--- src/include/pin_router_pkg.sv ---
// Constants for the peripheral pin router: offsets, fields, masks, reset values
// Behaviour
// - Logic event register bit 5 moves the second lookup-table output to its alternative pin.
// - Logic event register bit 4 moves the first lookup-table output to its alternative pin.
// - Logic event register bits 0 to 2 each connect one event channel to its pin; clear, the pin is undriven.
// - Serial register bit 4 moves the two-wire signals to their alternative pins.
// - Serial register bit 2 moves the SPI signals to their alternative pins.
// - Serial register bit 0 moves the USART signals to their alternative pins.
// - Timer A register bits 3 to 5 move waveform outputs 3 to 5 to alternative pins in split mode only.
// - In timer A normal mode, timer A register bits 3 to 5 have no effect on routing.
// - Timer A register bits 0 to 2 move waveform outputs 0 to 2 (low-byte channels in split mode).
// - Timer B register bit 0 moves the timer B output to its alternative pin.
// - After reset every routing register is zero: default pins, event outputs off.
package pin_router_pkg;
    // Register byte offsets
    localparam logic [7:0] OFS_LOGIC_EVENT = 8'h00;
    localparam logic [7:0] OFS_SERIAL = 8'h01;
    localparam logic [7:0] OFS_TIMER_A_WAVE = 8'h02;
    localparam logic [7:0] OFS_TIMER_B_OUT = 8'h03;
    // Reset value shared by all routing registers
    localparam logic [7:0] ROUTE_RESET = 8'h00;
    // Writable bit masks
    localparam logic [7:0] MASK_LOGIC_EVENT = 8'h37;
    localparam logic [7:0] MASK_SERIAL = 8'h15;
    localparam logic [7:0] MASK_TIMER_A_WAVE = 8'h3f;
    localparam logic [7:0] MASK_TIMER_B_OUT = 8'h01;
    // Field positions
    localparam int unsigned POS_LUT_B = 5;
    localparam int unsigned POS_LUT_A = 4;
    localparam int unsigned POS_EVENT_LO = 0;
    localparam int unsigned NUM_EVENT = 3;
    localparam int unsigned POS_TWO_WIRE = 4;
    localparam int unsigned POS_SPI = 2;
    localparam int unsigned POS_USART = 0;
    localparam int unsigned NUM_WAVE = 6;
    localparam int unsigned POS_WAVE_SPLIT_ONLY = 3;
    localparam int unsigned POS_TIMER_B = 0;
    // Signal counts per serial unit
    localparam int unsigned NUM_TWO_WIRE = 2;
    localparam int unsigned NUM_SPI = 4;
    localparam int unsigned NUM_USART = 4;
endpackage : pin_router_pkg

--- src/verilog/pin_route_lane.sv ---
// One group of peripheral signals steered to a default or an alternative pin
`timescale 1ns/10ps
module pin_route_lane #(
    parameter int WIDTH = 1
) (
    // Clock and reset
    input wire logic clock,
    input wire logic reset,
    // Per-signal choice, high selects the alternative pin
    input wire logic [WIDTH-1:0] sel,
    // Peripheral side
    input wire logic [WIDTH-1:0] periph_out,
    input wire logic [WIDTH-1:0] periph_oe,
    output logic [WIDTH-1:0] periph_in,
    // Default pin
    output logic [WIDTH-1:0] dflt_out,
    output logic [WIDTH-1:0] dflt_oe,
    input wire logic [WIDTH-1:0] dflt_in,
    // Alternative pin
    output logic [WIDTH-1:0] alt_out,
    output logic [WIDTH-1:0] alt_oe,
    input wire logic [WIDTH-1:0] alt_in
);
    logic [WIDTH-1:0] dflt_out_ff, dflt_oe_ff, alt_out_ff, alt_oe_ff;
    logic [WIDTH-1:0] dflt_meta_ff, dflt_sync_ff, alt_meta_ff, alt_sync_ff;
    logic [WIDTH-1:0] periph_in_ff;
    logic [WIDTH-1:0] nxt_periph_in;

    // An empty lane would leave every pin port without bits
    if (WIDTH < 1) begin : g_bad_width
        $error("pin_route_lane needs WIDTH of at least one");
    end

    // Unselected pin is released, so it never fights the other location
    always_ff @(posedge clock or posedge reset) begin
        if (reset) begin
            dflt_out_ff <= '0;
            dflt_oe_ff <= '0;
            alt_out_ff <= '0;
            alt_oe_ff <= '0;
        end else begin
            dflt_out_ff <= ~sel & periph_out;
            dflt_oe_ff <= ~sel & periph_oe;
            alt_out_ff <= sel & periph_out;
            alt_oe_ff <= sel & periph_oe;
        end
    end

    // Pin levels are asynchronous; only the second stage is read
    always_ff @(posedge clock or posedge reset) begin
        if (reset) begin
            dflt_meta_ff <= '0;
            dflt_sync_ff <= '0;
            alt_meta_ff <= '0;
            alt_sync_ff <= '0;
            periph_in_ff <= '0;
        end else begin
            dflt_meta_ff <= dflt_in;
            dflt_sync_ff <= dflt_meta_ff;
            alt_meta_ff <= alt_in;
            alt_sync_ff <= alt_meta_ff;
            periph_in_ff <= nxt_periph_in;
        end
    end

    // Return path follows the same choice as the drive path
    assign nxt_periph_in = (sel & alt_sync_ff) | (~sel & dflt_sync_ff);
    assign dflt_out = dflt_out_ff;
    assign dflt_oe = dflt_oe_ff;
    assign alt_out = alt_out_ff;
    assign alt_oe = alt_oe_ff;
    assign periph_in = periph_in_ff;
endmodule : pin_route_lane

--- src/verilog/pin_router.sv ---
// Peripheral pin router: routing registers, event gating and pin lanes
//
// Strobed register access was chosen for this implementation.
`timescale 1ns/10ps
module pin_router #(
    parameter int ADDR_W = 4
) (
    // Clock and reset
    input wire logic clock,
    input wire logic reset,
    // Register port
    input wire logic [ADDR_W-1:0] reg_addr,
    input wire logic [7:0] reg_wdata,
    input wire logic reg_wr,
    input wire logic reg_rd,
    output logic [7:0] reg_rdata,
    // Timer A mode, high in split mode
    input wire logic timer_a_split,
    // Lookup-table outputs
    input wire logic [1:0] lut_out,
    input wire logic [1:0] lut_oe,
    output logic [1:0] lut_dflt_out,
    output logic [1:0] lut_dflt_oe,
    output logic [1:0] lut_alt_out,
    output logic [1:0] lut_alt_oe,
    // Event channels and their pins
    input wire logic [2:0] event_chan,
    output logic [2:0] event_pin_out,
    output logic [2:0] event_pin_oe,
    // Two-wire interface
    input wire logic [1:0] twi_out,
    input wire logic [1:0] twi_oe,
    output logic [1:0] twi_in,
    output logic [1:0] twi_dflt_out,
    output logic [1:0] twi_dflt_oe,
    input wire logic [1:0] twi_dflt_in,
    output logic [1:0] twi_alt_out,
    output logic [1:0] twi_alt_oe,
    input wire logic [1:0] twi_alt_in,
    // SPI
    input wire logic [3:0] spi_out,
    input wire logic [3:0] spi_oe,
    output logic [3:0] spi_in,
    output logic [3:0] spi_dflt_out,
    output logic [3:0] spi_dflt_oe,
    input wire logic [3:0] spi_dflt_in,
    output logic [3:0] spi_alt_out,
    output logic [3:0] spi_alt_oe,
    input wire logic [3:0] spi_alt_in,
    // USART
    input wire logic [3:0] usart_out,
    input wire logic [3:0] usart_oe,
    output logic [3:0] usart_in,
    output logic [3:0] usart_dflt_out,
    output logic [3:0] usart_dflt_oe,
    input wire logic [3:0] usart_dflt_in,
    output logic [3:0] usart_alt_out,
    output logic [3:0] usart_alt_oe,
    input wire logic [3:0] usart_alt_in,
    // Timer A waveform outputs
    input wire logic [5:0] wave_out,
    input wire logic [5:0] wave_oe,
    output logic [5:0] wave_dflt_out,
    output logic [5:0] wave_dflt_oe,
    output logic [5:0] wave_alt_out,
    output logic [5:0] wave_alt_oe,
    // Timer B output
    input wire logic tb_out,
    input wire logic tb_oe,
    output logic tb_dflt_out,
    output logic tb_dflt_oe,
    output logic tb_alt_out,
    output logic tb_alt_oe
);
    logic [7:0] route_ctrl_logic_event_ff, route_ctrl_serial_ff;
    logic [7:0] route_ctrl_timer_a_wave_ff, route_ctrl_timer_b_out_ff;
    logic [7:0] nxt_route_ctrl_logic_event, nxt_route_ctrl_serial;
    logic [7:0] nxt_route_ctrl_timer_a_wave, nxt_route_ctrl_timer_b_out;
    logic [7:0] reg_rdata_ff, nxt_reg_rdata, read_mux;
    logic [2:0] event_pin_out_ff, event_pin_oe_ff;
    logic [2:0] nxt_event_pin_out;
    logic [2:0] event_pin_en;
    logic [5:0] wave_sel;
    wire hit_logic_event = reg_addr == ADDR_W'(pin_router_pkg::OFS_LOGIC_EVENT);
    wire hit_serial = reg_addr == ADDR_W'(pin_router_pkg::OFS_SERIAL);
    wire hit_timer_a_wave = reg_addr == ADDR_W'(pin_router_pkg::OFS_TIMER_A_WAVE);
    wire hit_timer_b_out = reg_addr == ADDR_W'(pin_router_pkg::OFS_TIMER_B_OUT);
    wire lookup_logic_out_b_alt = route_ctrl_logic_event_ff[pin_router_pkg::POS_LUT_B];
    wire lookup_logic_out_a_alt = route_ctrl_logic_event_ff[pin_router_pkg::POS_LUT_A];
    wire two_wire_alt_pins = route_ctrl_serial_ff[pin_router_pkg::POS_TWO_WIRE];
    wire serial_periph_alt_pins = route_ctrl_serial_ff[pin_router_pkg::POS_SPI];
    wire async_serial_alt_pins = route_ctrl_serial_ff[pin_router_pkg::POS_USART];
    wire timer_b_out_alt = route_ctrl_timer_b_out_ff[pin_router_pkg::POS_TIMER_B];

    // Offsets 0 to 3 need at least two address bits
    if (ADDR_W < 2) begin : g_bad_addr_w
        $error("pin_router needs ADDR_W of at least two");
    end

    // Write path, reserved bits masked off so they stay zero
    assign nxt_route_ctrl_logic_event = (reg_wr && hit_logic_event) ?
        (reg_wdata & pin_router_pkg::MASK_LOGIC_EVENT) : route_ctrl_logic_event_ff;
    assign nxt_route_ctrl_serial = (reg_wr && hit_serial) ?
        (reg_wdata & pin_router_pkg::MASK_SERIAL) : route_ctrl_serial_ff;
    assign nxt_route_ctrl_timer_a_wave = (reg_wr && hit_timer_a_wave) ?
        (reg_wdata & pin_router_pkg::MASK_TIMER_A_WAVE) : route_ctrl_timer_a_wave_ff;
    assign nxt_route_ctrl_timer_b_out = (reg_wr && hit_timer_b_out) ?
        (reg_wdata & pin_router_pkg::MASK_TIMER_B_OUT) : route_ctrl_timer_b_out_ff;

    // Read path; unmapped offsets and idle cycles read as zero
    assign read_mux = ({8{hit_logic_event}} & route_ctrl_logic_event_ff)
        | ({8{hit_serial}} & route_ctrl_serial_ff)
        | ({8{hit_timer_a_wave}} & route_ctrl_timer_a_wave_ff)
        | ({8{hit_timer_b_out}} & route_ctrl_timer_b_out_ff);
    assign nxt_reg_rdata = reg_rd ? read_mux : 8'h00;
    assign reg_rdata = reg_rdata_ff;

    // Routing registers all come up on default pins
    always_ff @(posedge clock or posedge reset) begin
        if (reset) begin
            route_ctrl_logic_event_ff <= pin_router_pkg::ROUTE_RESET;
            route_ctrl_serial_ff <= pin_router_pkg::ROUTE_RESET;
            route_ctrl_timer_a_wave_ff <= pin_router_pkg::ROUTE_RESET;
            route_ctrl_timer_b_out_ff <= pin_router_pkg::ROUTE_RESET;
            reg_rdata_ff <= 8'h00;
        end else begin
            route_ctrl_logic_event_ff <= nxt_route_ctrl_logic_event;
            route_ctrl_serial_ff <= nxt_route_ctrl_serial;
            route_ctrl_timer_a_wave_ff <= nxt_route_ctrl_timer_a_wave;
            route_ctrl_timer_b_out_ff <= nxt_route_ctrl_timer_b_out;
            reg_rdata_ff <= nxt_reg_rdata;
        end
    end

    // Event gating and timer A choice, one entry per channel
    genvar gi;
    generate
        for (gi = 0; gi < pin_router_pkg::NUM_EVENT; gi++) begin : g_event
            assign event_pin_en[gi] =
                route_ctrl_logic_event_ff[pin_router_pkg::POS_EVENT_LO + gi];
        end
        for (gi = 0; gi < pin_router_pkg::NUM_WAVE; gi++) begin : g_wave
            if (gi < pin_router_pkg::POS_WAVE_SPLIT_ONLY) begin : g_both
                // Same bit serves the low-byte channel in split mode
                assign wave_sel[gi] = route_ctrl_timer_a_wave_ff[gi];
            end else begin : g_split
                // Upper outputs only exist in split mode
                assign wave_sel[gi] =
                    route_ctrl_timer_a_wave_ff[gi] & timer_a_split;
            end
        end
    endgenerate

    // Disabled event pins are released and held low
    assign nxt_event_pin_out = event_chan & event_pin_en;
    always_ff @(posedge clock or posedge reset) begin
        if (reset) begin
            event_pin_out_ff <= 3'h0;
            event_pin_oe_ff <= 3'h0;
        end else begin
            event_pin_out_ff <= nxt_event_pin_out;
            event_pin_oe_ff <= event_pin_en;
        end
    end
    assign event_pin_out = event_pin_out_ff;
    assign event_pin_oe = event_pin_oe_ff;

    // Lookup-table outputs, each with its own location bit
    pin_route_lane #(.WIDTH(2)) u_lut (
        .clock(clock),
        .reset(reset),
        .sel({lookup_logic_out_b_alt, lookup_logic_out_a_alt}),
        .periph_out(lut_out),
        .periph_oe(lut_oe),
        .periph_in(),
        .dflt_out(lut_dflt_out),
        .dflt_oe(lut_dflt_oe),
        .dflt_in(2'h0),
        .alt_out(lut_alt_out),
        .alt_oe(lut_alt_oe),
        .alt_in(2'h0)
    );

    // Two-wire signals move as one group
    pin_route_lane #(.WIDTH(2)) u_twi (
        .clock(clock),
        .reset(reset),
        .sel({2{two_wire_alt_pins}}),
        .periph_out(twi_out),
        .periph_oe(twi_oe),
        .periph_in(twi_in),
        .dflt_out(twi_dflt_out),
        .dflt_oe(twi_dflt_oe),
        .dflt_in(twi_dflt_in),
        .alt_out(twi_alt_out),
        .alt_oe(twi_alt_oe),
        .alt_in(twi_alt_in)
    );

    // SPI signals move as one group
    pin_route_lane #(.WIDTH(4)) u_spi (
        .clock(clock),
        .reset(reset),
        .sel({4{serial_periph_alt_pins}}),
        .periph_out(spi_out),
        .periph_oe(spi_oe),
        .periph_in(spi_in),
        .dflt_out(spi_dflt_out),
        .dflt_oe(spi_dflt_oe),
        .dflt_in(spi_dflt_in),
        .alt_out(spi_alt_out),
        .alt_oe(spi_alt_oe),
        .alt_in(spi_alt_in)
    );

    // USART signals move as one group
    pin_route_lane #(.WIDTH(4)) u_usart (
        .clock(clock),
        .reset(reset),
        .sel({4{async_serial_alt_pins}}),
        .periph_out(usart_out),
        .periph_oe(usart_oe),
        .periph_in(usart_in),
        .dflt_out(usart_dflt_out),
        .dflt_oe(usart_dflt_oe),
        .dflt_in(usart_dflt_in),
        .alt_out(usart_alt_out),
        .alt_oe(usart_alt_oe),
        .alt_in(usart_alt_in)
    );

    // Timer A waveforms, split-mode qualified above
    pin_route_lane #(.WIDTH(6)) u_wave (
        .clock(clock),
        .reset(reset),
        .sel(wave_sel),
        .periph_out(wave_out),
        .periph_oe(wave_oe),
        .periph_in(),
        .dflt_out(wave_dflt_out),
        .dflt_oe(wave_dflt_oe),
        .dflt_in(6'h00),
        .alt_out(wave_alt_out),
        .alt_oe(wave_alt_oe),
        .alt_in(6'h00)
    );

    // Timer B output
    pin_route_lane #(.WIDTH(1)) u_tb (
        .clock(clock),
        .reset(reset),
        .sel(timer_b_out_alt),
        .periph_out(tb_out),
        .periph_oe(tb_oe),
        .periph_in(),
        .dflt_out(tb_dflt_out),
        .dflt_oe(tb_dflt_oe),
        .dflt_in(1'b0),
        .alt_out(tb_alt_out),
        .alt_oe(tb_alt_oe),
        .alt_in(1'b0)
    );

    // Checks wait two clean edges, so a past value never reaches back across a reset
    logic [1:0] checks_ready_ff;
    logic [1:0] nxt_checks_ready;
    assign nxt_checks_ready = {checks_ready_ff[0], 1'b1};
    always_ff @(posedge clock or posedge reset) begin
        if (reset) begin
            checks_ready_ff <= 2'h0;
        end else begin
            checks_ready_ff <= nxt_checks_ready;
        end
    end
endmodule : pin_router

--- config.mk ---
export PLATFORM = sky130hd
export DESIGN_NAME = pin_router
export DESIGN_NICKNAME = d
export VERILOG_FILES = /design/src/include/pin_router_pkg.sv /design/src/verilog/pin_route_lane.sv /design/src/verilog/pin_router.sv
export SDC_FILE = /design/constraint.sdc
export NUM_CORES = 1
export LEC_CHECK = 0
export ABC_AREA = 1
export BUFFER_PORTS_ARGS = -buffer_cell sky130_fd_sc_hd__buf_2
export CAP_MARGIN = 20
export CORE_UTILIZATION = 40
export CTS_CLUSTER_DIAMETER = 50
export DETAILED_ROUTE_END_ITERATION = 10
export PLACE_DENSITY = 0.66
export SLEW_MARGIN = 20
export SYNTH_ARGS = -nofsm -noshare
export SYNTH_HDL_FRONTEND = slang
export SYNTH_SLANG_ARGS = --single-unit
--- constraint.sdc ---
create_clock -name clock -period 5.56 [get_ports clock]
set_input_delay 0 -clock clock [delete_from_list [all_inputs] [get_ports clock]]
set_output_delay 0 -clock clock [all_outputs]
set_load 0.01 [all_outputs]
* After elaboration in Yosys (flattened, before gate mapping) *
Index checks and enable logic that the tools add are counted.

word-level totals
  bits of input ports = 78
  output and inout bits = 100
  word-level logic and storage cells = 105
  register bits after elaboration = 155

operators by class
  muxes and demuxes = 1
  bitwise logic cells = 50
  reductions and logical operators = 5
  equal/unequal tests = 3

operators with widths
  kind                count
  $and 4x4->4         12
  $and 6x6->6         4
  $or 8x8->8          3
  $and 2x2->2         10
  $and 8x6->8         2
  $and 8x1->8         1
  $and 8x5->8         1
  $eq 4x2->1 const B  2
  $mux 8              1
  $not 4->4           2
  $or 4x4->4          2
  $and 1x1->1         7
  $not 6->6           1
  $eq 4x1->1 const B  1
  $logic_and 1x1->1   4
  $logic_not 4->1     1
  $not 2->2           2
  $and 3x3->3         1
  $or 2x2->2          1
  $not 1->1           1

* Depth between registers and ports, before layout *
  depth after elaboration = 6
  mapped depth = 6
  depth with buffers taken out = 6

* Hierarchy *
Synthesis repeated with hierarchy kept, for this count alone.

second synthesis, totals
  cells, all modules = 538
  area, all modules = 6351.1 um^2

by module, submodules not included
  module                       seq. area each (um^2)  cells each  instances  area an instance (um^2)
  pin_route_lane at u_spi ...  900.9                  85          2          1084.8
  pin_route_lane at u_wave     1351.3                 127         1          1625.3
  pin_router                   675.6                  133         1          1193.6
  pin_route_lane at u_lut ...  450.4                  43          2          544.3
  pin_route_lane at u_tb       225.2                  22          1          274.0

* Worst setup path after synthesis *
Ideal clock, no wire load.

  path kind = register to register
  start point = reg route_ctrl_serial_ff[2]
  end point = reg u_spi.dflt_oe_ff[0], in the netlist u_spi.dflt_oe[0]
  arrival = 0.689 ns
  slack = 4.739 ns
  clock period less this slack = 0.821 ns
  stages on the path, launching flop included = 3
  library setup time = 0.132 ns
  required time = 5.428 ns
  buffers on the path = 1
  cells stage by stage = dfrtp_1 -> clkbuf_1 -> nor2_1

between the ends
  longest elaborated chain between the ends = 2

RTL lines
  element                 RTL line              source
  start, declared         pin_router.sv:75      logic [7:0] route_ctrl_logic_event_ff, route_ctrl_serial_ff;
  start signal, assigned  pin_router.sv:122     route_ctrl_serial_ff <= pin_router_pkg::ROUTE_RESET;
  start signal, assigned  pin_router.sv:128     route_ctrl_serial_ff <= nxt_route_ctrl_serial;
  $not 4->4               pin_route_lane.sv:43  dflt_oe_ff <= ~sel & periph_oe;
  $and 4x4->4             pin_route_lane.sv:43
  end signal, assigned    pin_route_lane.sv:43
  end, declared           pin_route_lane.sv:24  logic [WIDTH-1:0] dflt_out_ff, dflt_oe_ff, alt_out_ff, alt_oe_ff;

No other way between the ends.
A chain may end at the register's enable or synchronous reset.

* Worst setup path after layout *
  start point = in reg_addr[2]
  end point = reg route_ctrl_timer_b_out_ff[0]

between the ends
  longest elaborated chain between the ends = 2

RTL lines
  element               RTL line           source
  start, declared       pin_router.sv:12   input wire logic [ADDR_W-1:0] reg_addr,
  $eq 4x2->1            pin_router.sv:87   wire hit_timer_b_out = reg_addr == ADDR_W'(pin_router_pkg::OFS_TIMER_B_OUT);
  $logic_and 1x1->1     pin_router.sv:107  assign nxt_route_ctrl_timer_b_out = (reg_wr && hit_timer_b_out) ?
  end signal, assigned  pin_router.sv:124  route_ctrl_timer_b_out_ff <= pin_router_pkg::ROUTE_RESET;
  end signal, assigned  pin_router.sv:130  route_ctrl_timer_b_out_ff <= nxt_route_ctrl_timer_b_out;
  end, declared         pin_router.sv:76   logic [7:0] route_ctrl_timer_a_wave_ff, route_ctrl_timer_b_out_ff;

No other way between the ends.

==> key figures <==
Logic synthesis
  • Synth Register Bits: 153
  • Largest family of logic cells by synthesized area: simple AND/OR/NAND/NOR gates
  • Complex-gate fraction of the synthesized area: 1.73%
  • Post-synthesis simple-gate area fraction: 14.9%
  • Ranking of synthesized cells by area: dfrtp_1 (76%), nand2_1 (7.2%), inv_1 (6.5%)
  • Synth Area in Adders: 0%
  • Yosys top cell area share: 75.8%
  • Cell Area, Synth: 5050 µm²
  • Register area share after synthesis: 75.8%
  • Cells after synthesis: 440
  • Area leader, netlist: dfrtp_1
  • Multiplexer share of the synthesized area: 0%
  • Ys Warns: 0
  • Mapped Avg Cell Area: 11.5 µm²
  • Synth cell types: 20
  • Synth Area in XOR/XNOR: 0%

Timing
  • Max Clk Rate: 633 MHz
  • Worst hold slack: 40.2 ps
  • Fin crit share: 28.4%
  • Skew final: 4.84 ps
  • Final setup fails: 0
  • Hold Vio Cnt, Final: 0
  • Slew Limit Headroom: 50.9%
  • RSZ-0062 raised after global routing: false
  • Slew @ Worst Pin: 737 ps
  • Max-slew violation count: 0
  • Min Tclk post-route: 1580 ps
  • Total negative slack: 0 ps

Clocking
  • CTS resizes: 0
  • TritonCTS clock tree: done
  • H-Tree Depth: 4
  • Root buffer cell: clkbuf_16
  • Clock slew at reported path FFs: 60 ps
  • Clock buffer count from CTS: 17
  • Clk_lat worst skew: 410 ps
  • Maximum clock path buffer count: 2
  • CTS sink cnt: 153

Global routing
  • First-pass GRT wire length: 17100 µm
  • Grt total ovfl: 0
  • Initial antenna violation count: 0
  • Vias in the first global route: 3679
  • Maximum number of pins on one net before global-route repair: 87
  • Tot GR Track Use: 17.6%

Worst setup path
  • Worst path cell trace: dlygate4sd3_1, buf_2, nor2_8, dlygate4sd3_1, nand3_1, nand2_1, o21ai_1
  • Critical path class: primary input to register
  • CP Launch Type: primary input
  • CP max stage delay: 710 ps
  • CP endpoint kind: register
  • Crit path max fanout: 14
  • Worst path most repeated cell: dlygate4sd3_1
  • CP delay by family, top: buffers and inverters
  • Critical Path RT: 5860 ps
  • CP Data Arrival Time: 1880 ps
  • WP buf/inv: 3
  • Slowest cell on crit path: dlygate4sd3_1

Die
  • # IOs: 178
  • Die width: 114 µm
  • Core Box Area: 12200 µm²
  • Initial core utilization: 41.5%
  • Cell row count: 40
  • Die area: 13100 µm²
  • Die height: 114 µm

Run
  • Maxcap violations: 0

Power
  • Total Power: 2.80 mW
  • P per Cell Area: 376 nW/µm²
  • Pleak: 4.30 nW
  • Max VDD drop: 0.269 mV

Routing
  • Final ANT Viol Nets: 0
  • Routed WL: 10500 µm
  • Drt wl/cell: 11.9 µm
  • DRT iter0 DRCs: 112
  • Drt first pass iters: 4
  • Via count: 3634
  • Post-route DRC: 0
  • Vias per cell: 4.12

Placement
  • Placed Cells: 774
  • Count of port buffers added during placement: 173
  • DP Wirelength: 6760 µm
  • Gp weighted congestion: 0.743

Finish
  • NumNets Final: 779
  • Area Overhead vs Synth: 47.6%
  • Post-route insts no fill: 882
  • Layout cell share with drive strength beyond 1: 30.3%
  • Commonest non-fill, non-tap cell in the layout: buf_2
  • Core Util, Final: 61.3%
  • Most frequent cells in the layout: buf_2 (173), dfrtp_1 (153), nand2_1 (97)
  • N_diodes: 0

Min path
  • Worst hold path class: primary input to register

Run status
  • Status: finished, final reports clean
==> Yosys cell counts (all sizes together) <==
cell,instances
nand3,17
a21oi,2
conb,1
nor2,53
buf,4
o21ai,14
nand2,100
clkbuf,5
nor3,1
inv,89
dfrtp,153
o21a,1
==> area by class of cell <==
type	count	area (µm²)
multi-input combinational	190	846
fill	996	4710
timing repair buffer	250	1640
inverter	89	339
clock inverter	10	118
clock buffer	22	474
sequential	153	3830
tap	168	210
==> path summary, 6_finish.rpt <==
| path | from | depth (start not counted) | slack (ps) | endpoint |
|---|---|---|---|---|
| min in group asynchronous | reset | 3 | 250 | event_pin_out[0] |
| worst min-delay path | reg_addr[3] | 4 | 40 | reg_rdata[3] |
| worst max register to register | route_ctrl_serial_ff[2] | 2 | 4260 | route_ctrl_serial_ff[2] |
| max in group asynchronous | reset | 4 | 4160 | u_spi.dflt_oe[3] |
| worst min register to register | u_spi.alt_meta_ff[3] | 0 | 340 | u_spi.alt_sync_ff[3] |
| worst max-delay path | reg_addr[2] | 7 | 3980 | route_ctrl_timer_b_out_ff[0] |
==> cell families after synthesis <==
logic type,count (synthesis)
compound gates,17
buf+inv,98
flops,153
other cells,1
simple gates,171
==> layer usage <==
metal | routed length, µm | GRT usage, %
met1 | 4220 | 19.8
met2 | 5400 | 30.4
met3 | 695 | 6.41
met4 | 134 | 6.75
met5 | 0 | 0
==> worst reg2reg max path, stage by stage, from the launching register on <==
cell and delay (ps):
dfrtp_1 790, inv_1 230, o21ai_0 200
==> sequential cells by signal, indices dropped and copies added, names as in the netlist, 5 cells and up <==
name,flops
reg_rdata,6
route_ctrl_timer_a_wave_ff,6
u_wave.alt_oe,6
u_wave.alt_out,6
u_wave.dflt_oe,6
u_wave.dflt_out,6
route_ctrl_logic_event_ff,5
==> through the flow <==
step / cell area (µm²) / worst slack [ps]
floorplan: 5050 / 1440
global placement: 6100 / 3960
detailed placement: 6100 / 3890
CTS: 7450 / 3800
global route: 7450 / 3890
finish: 7450 / 3980
==> power breakdown <==
part / internal [mW] / switching, mW / total (mW)
registers: 1.24 / 0.0808 / 1.32
clock network: 0.697 / 0.429 / 1.13
logic: 0.160 / 0.194 / 0.355
total: 2.10 / 0.704 / 2.80
==> timing repair <==
item | CTS | global route
hold buffers | 76 | 0
setup buffers | 0 | 0
hold endpoints to repair | 187 | 0
(Power assumes the default switching activity.)
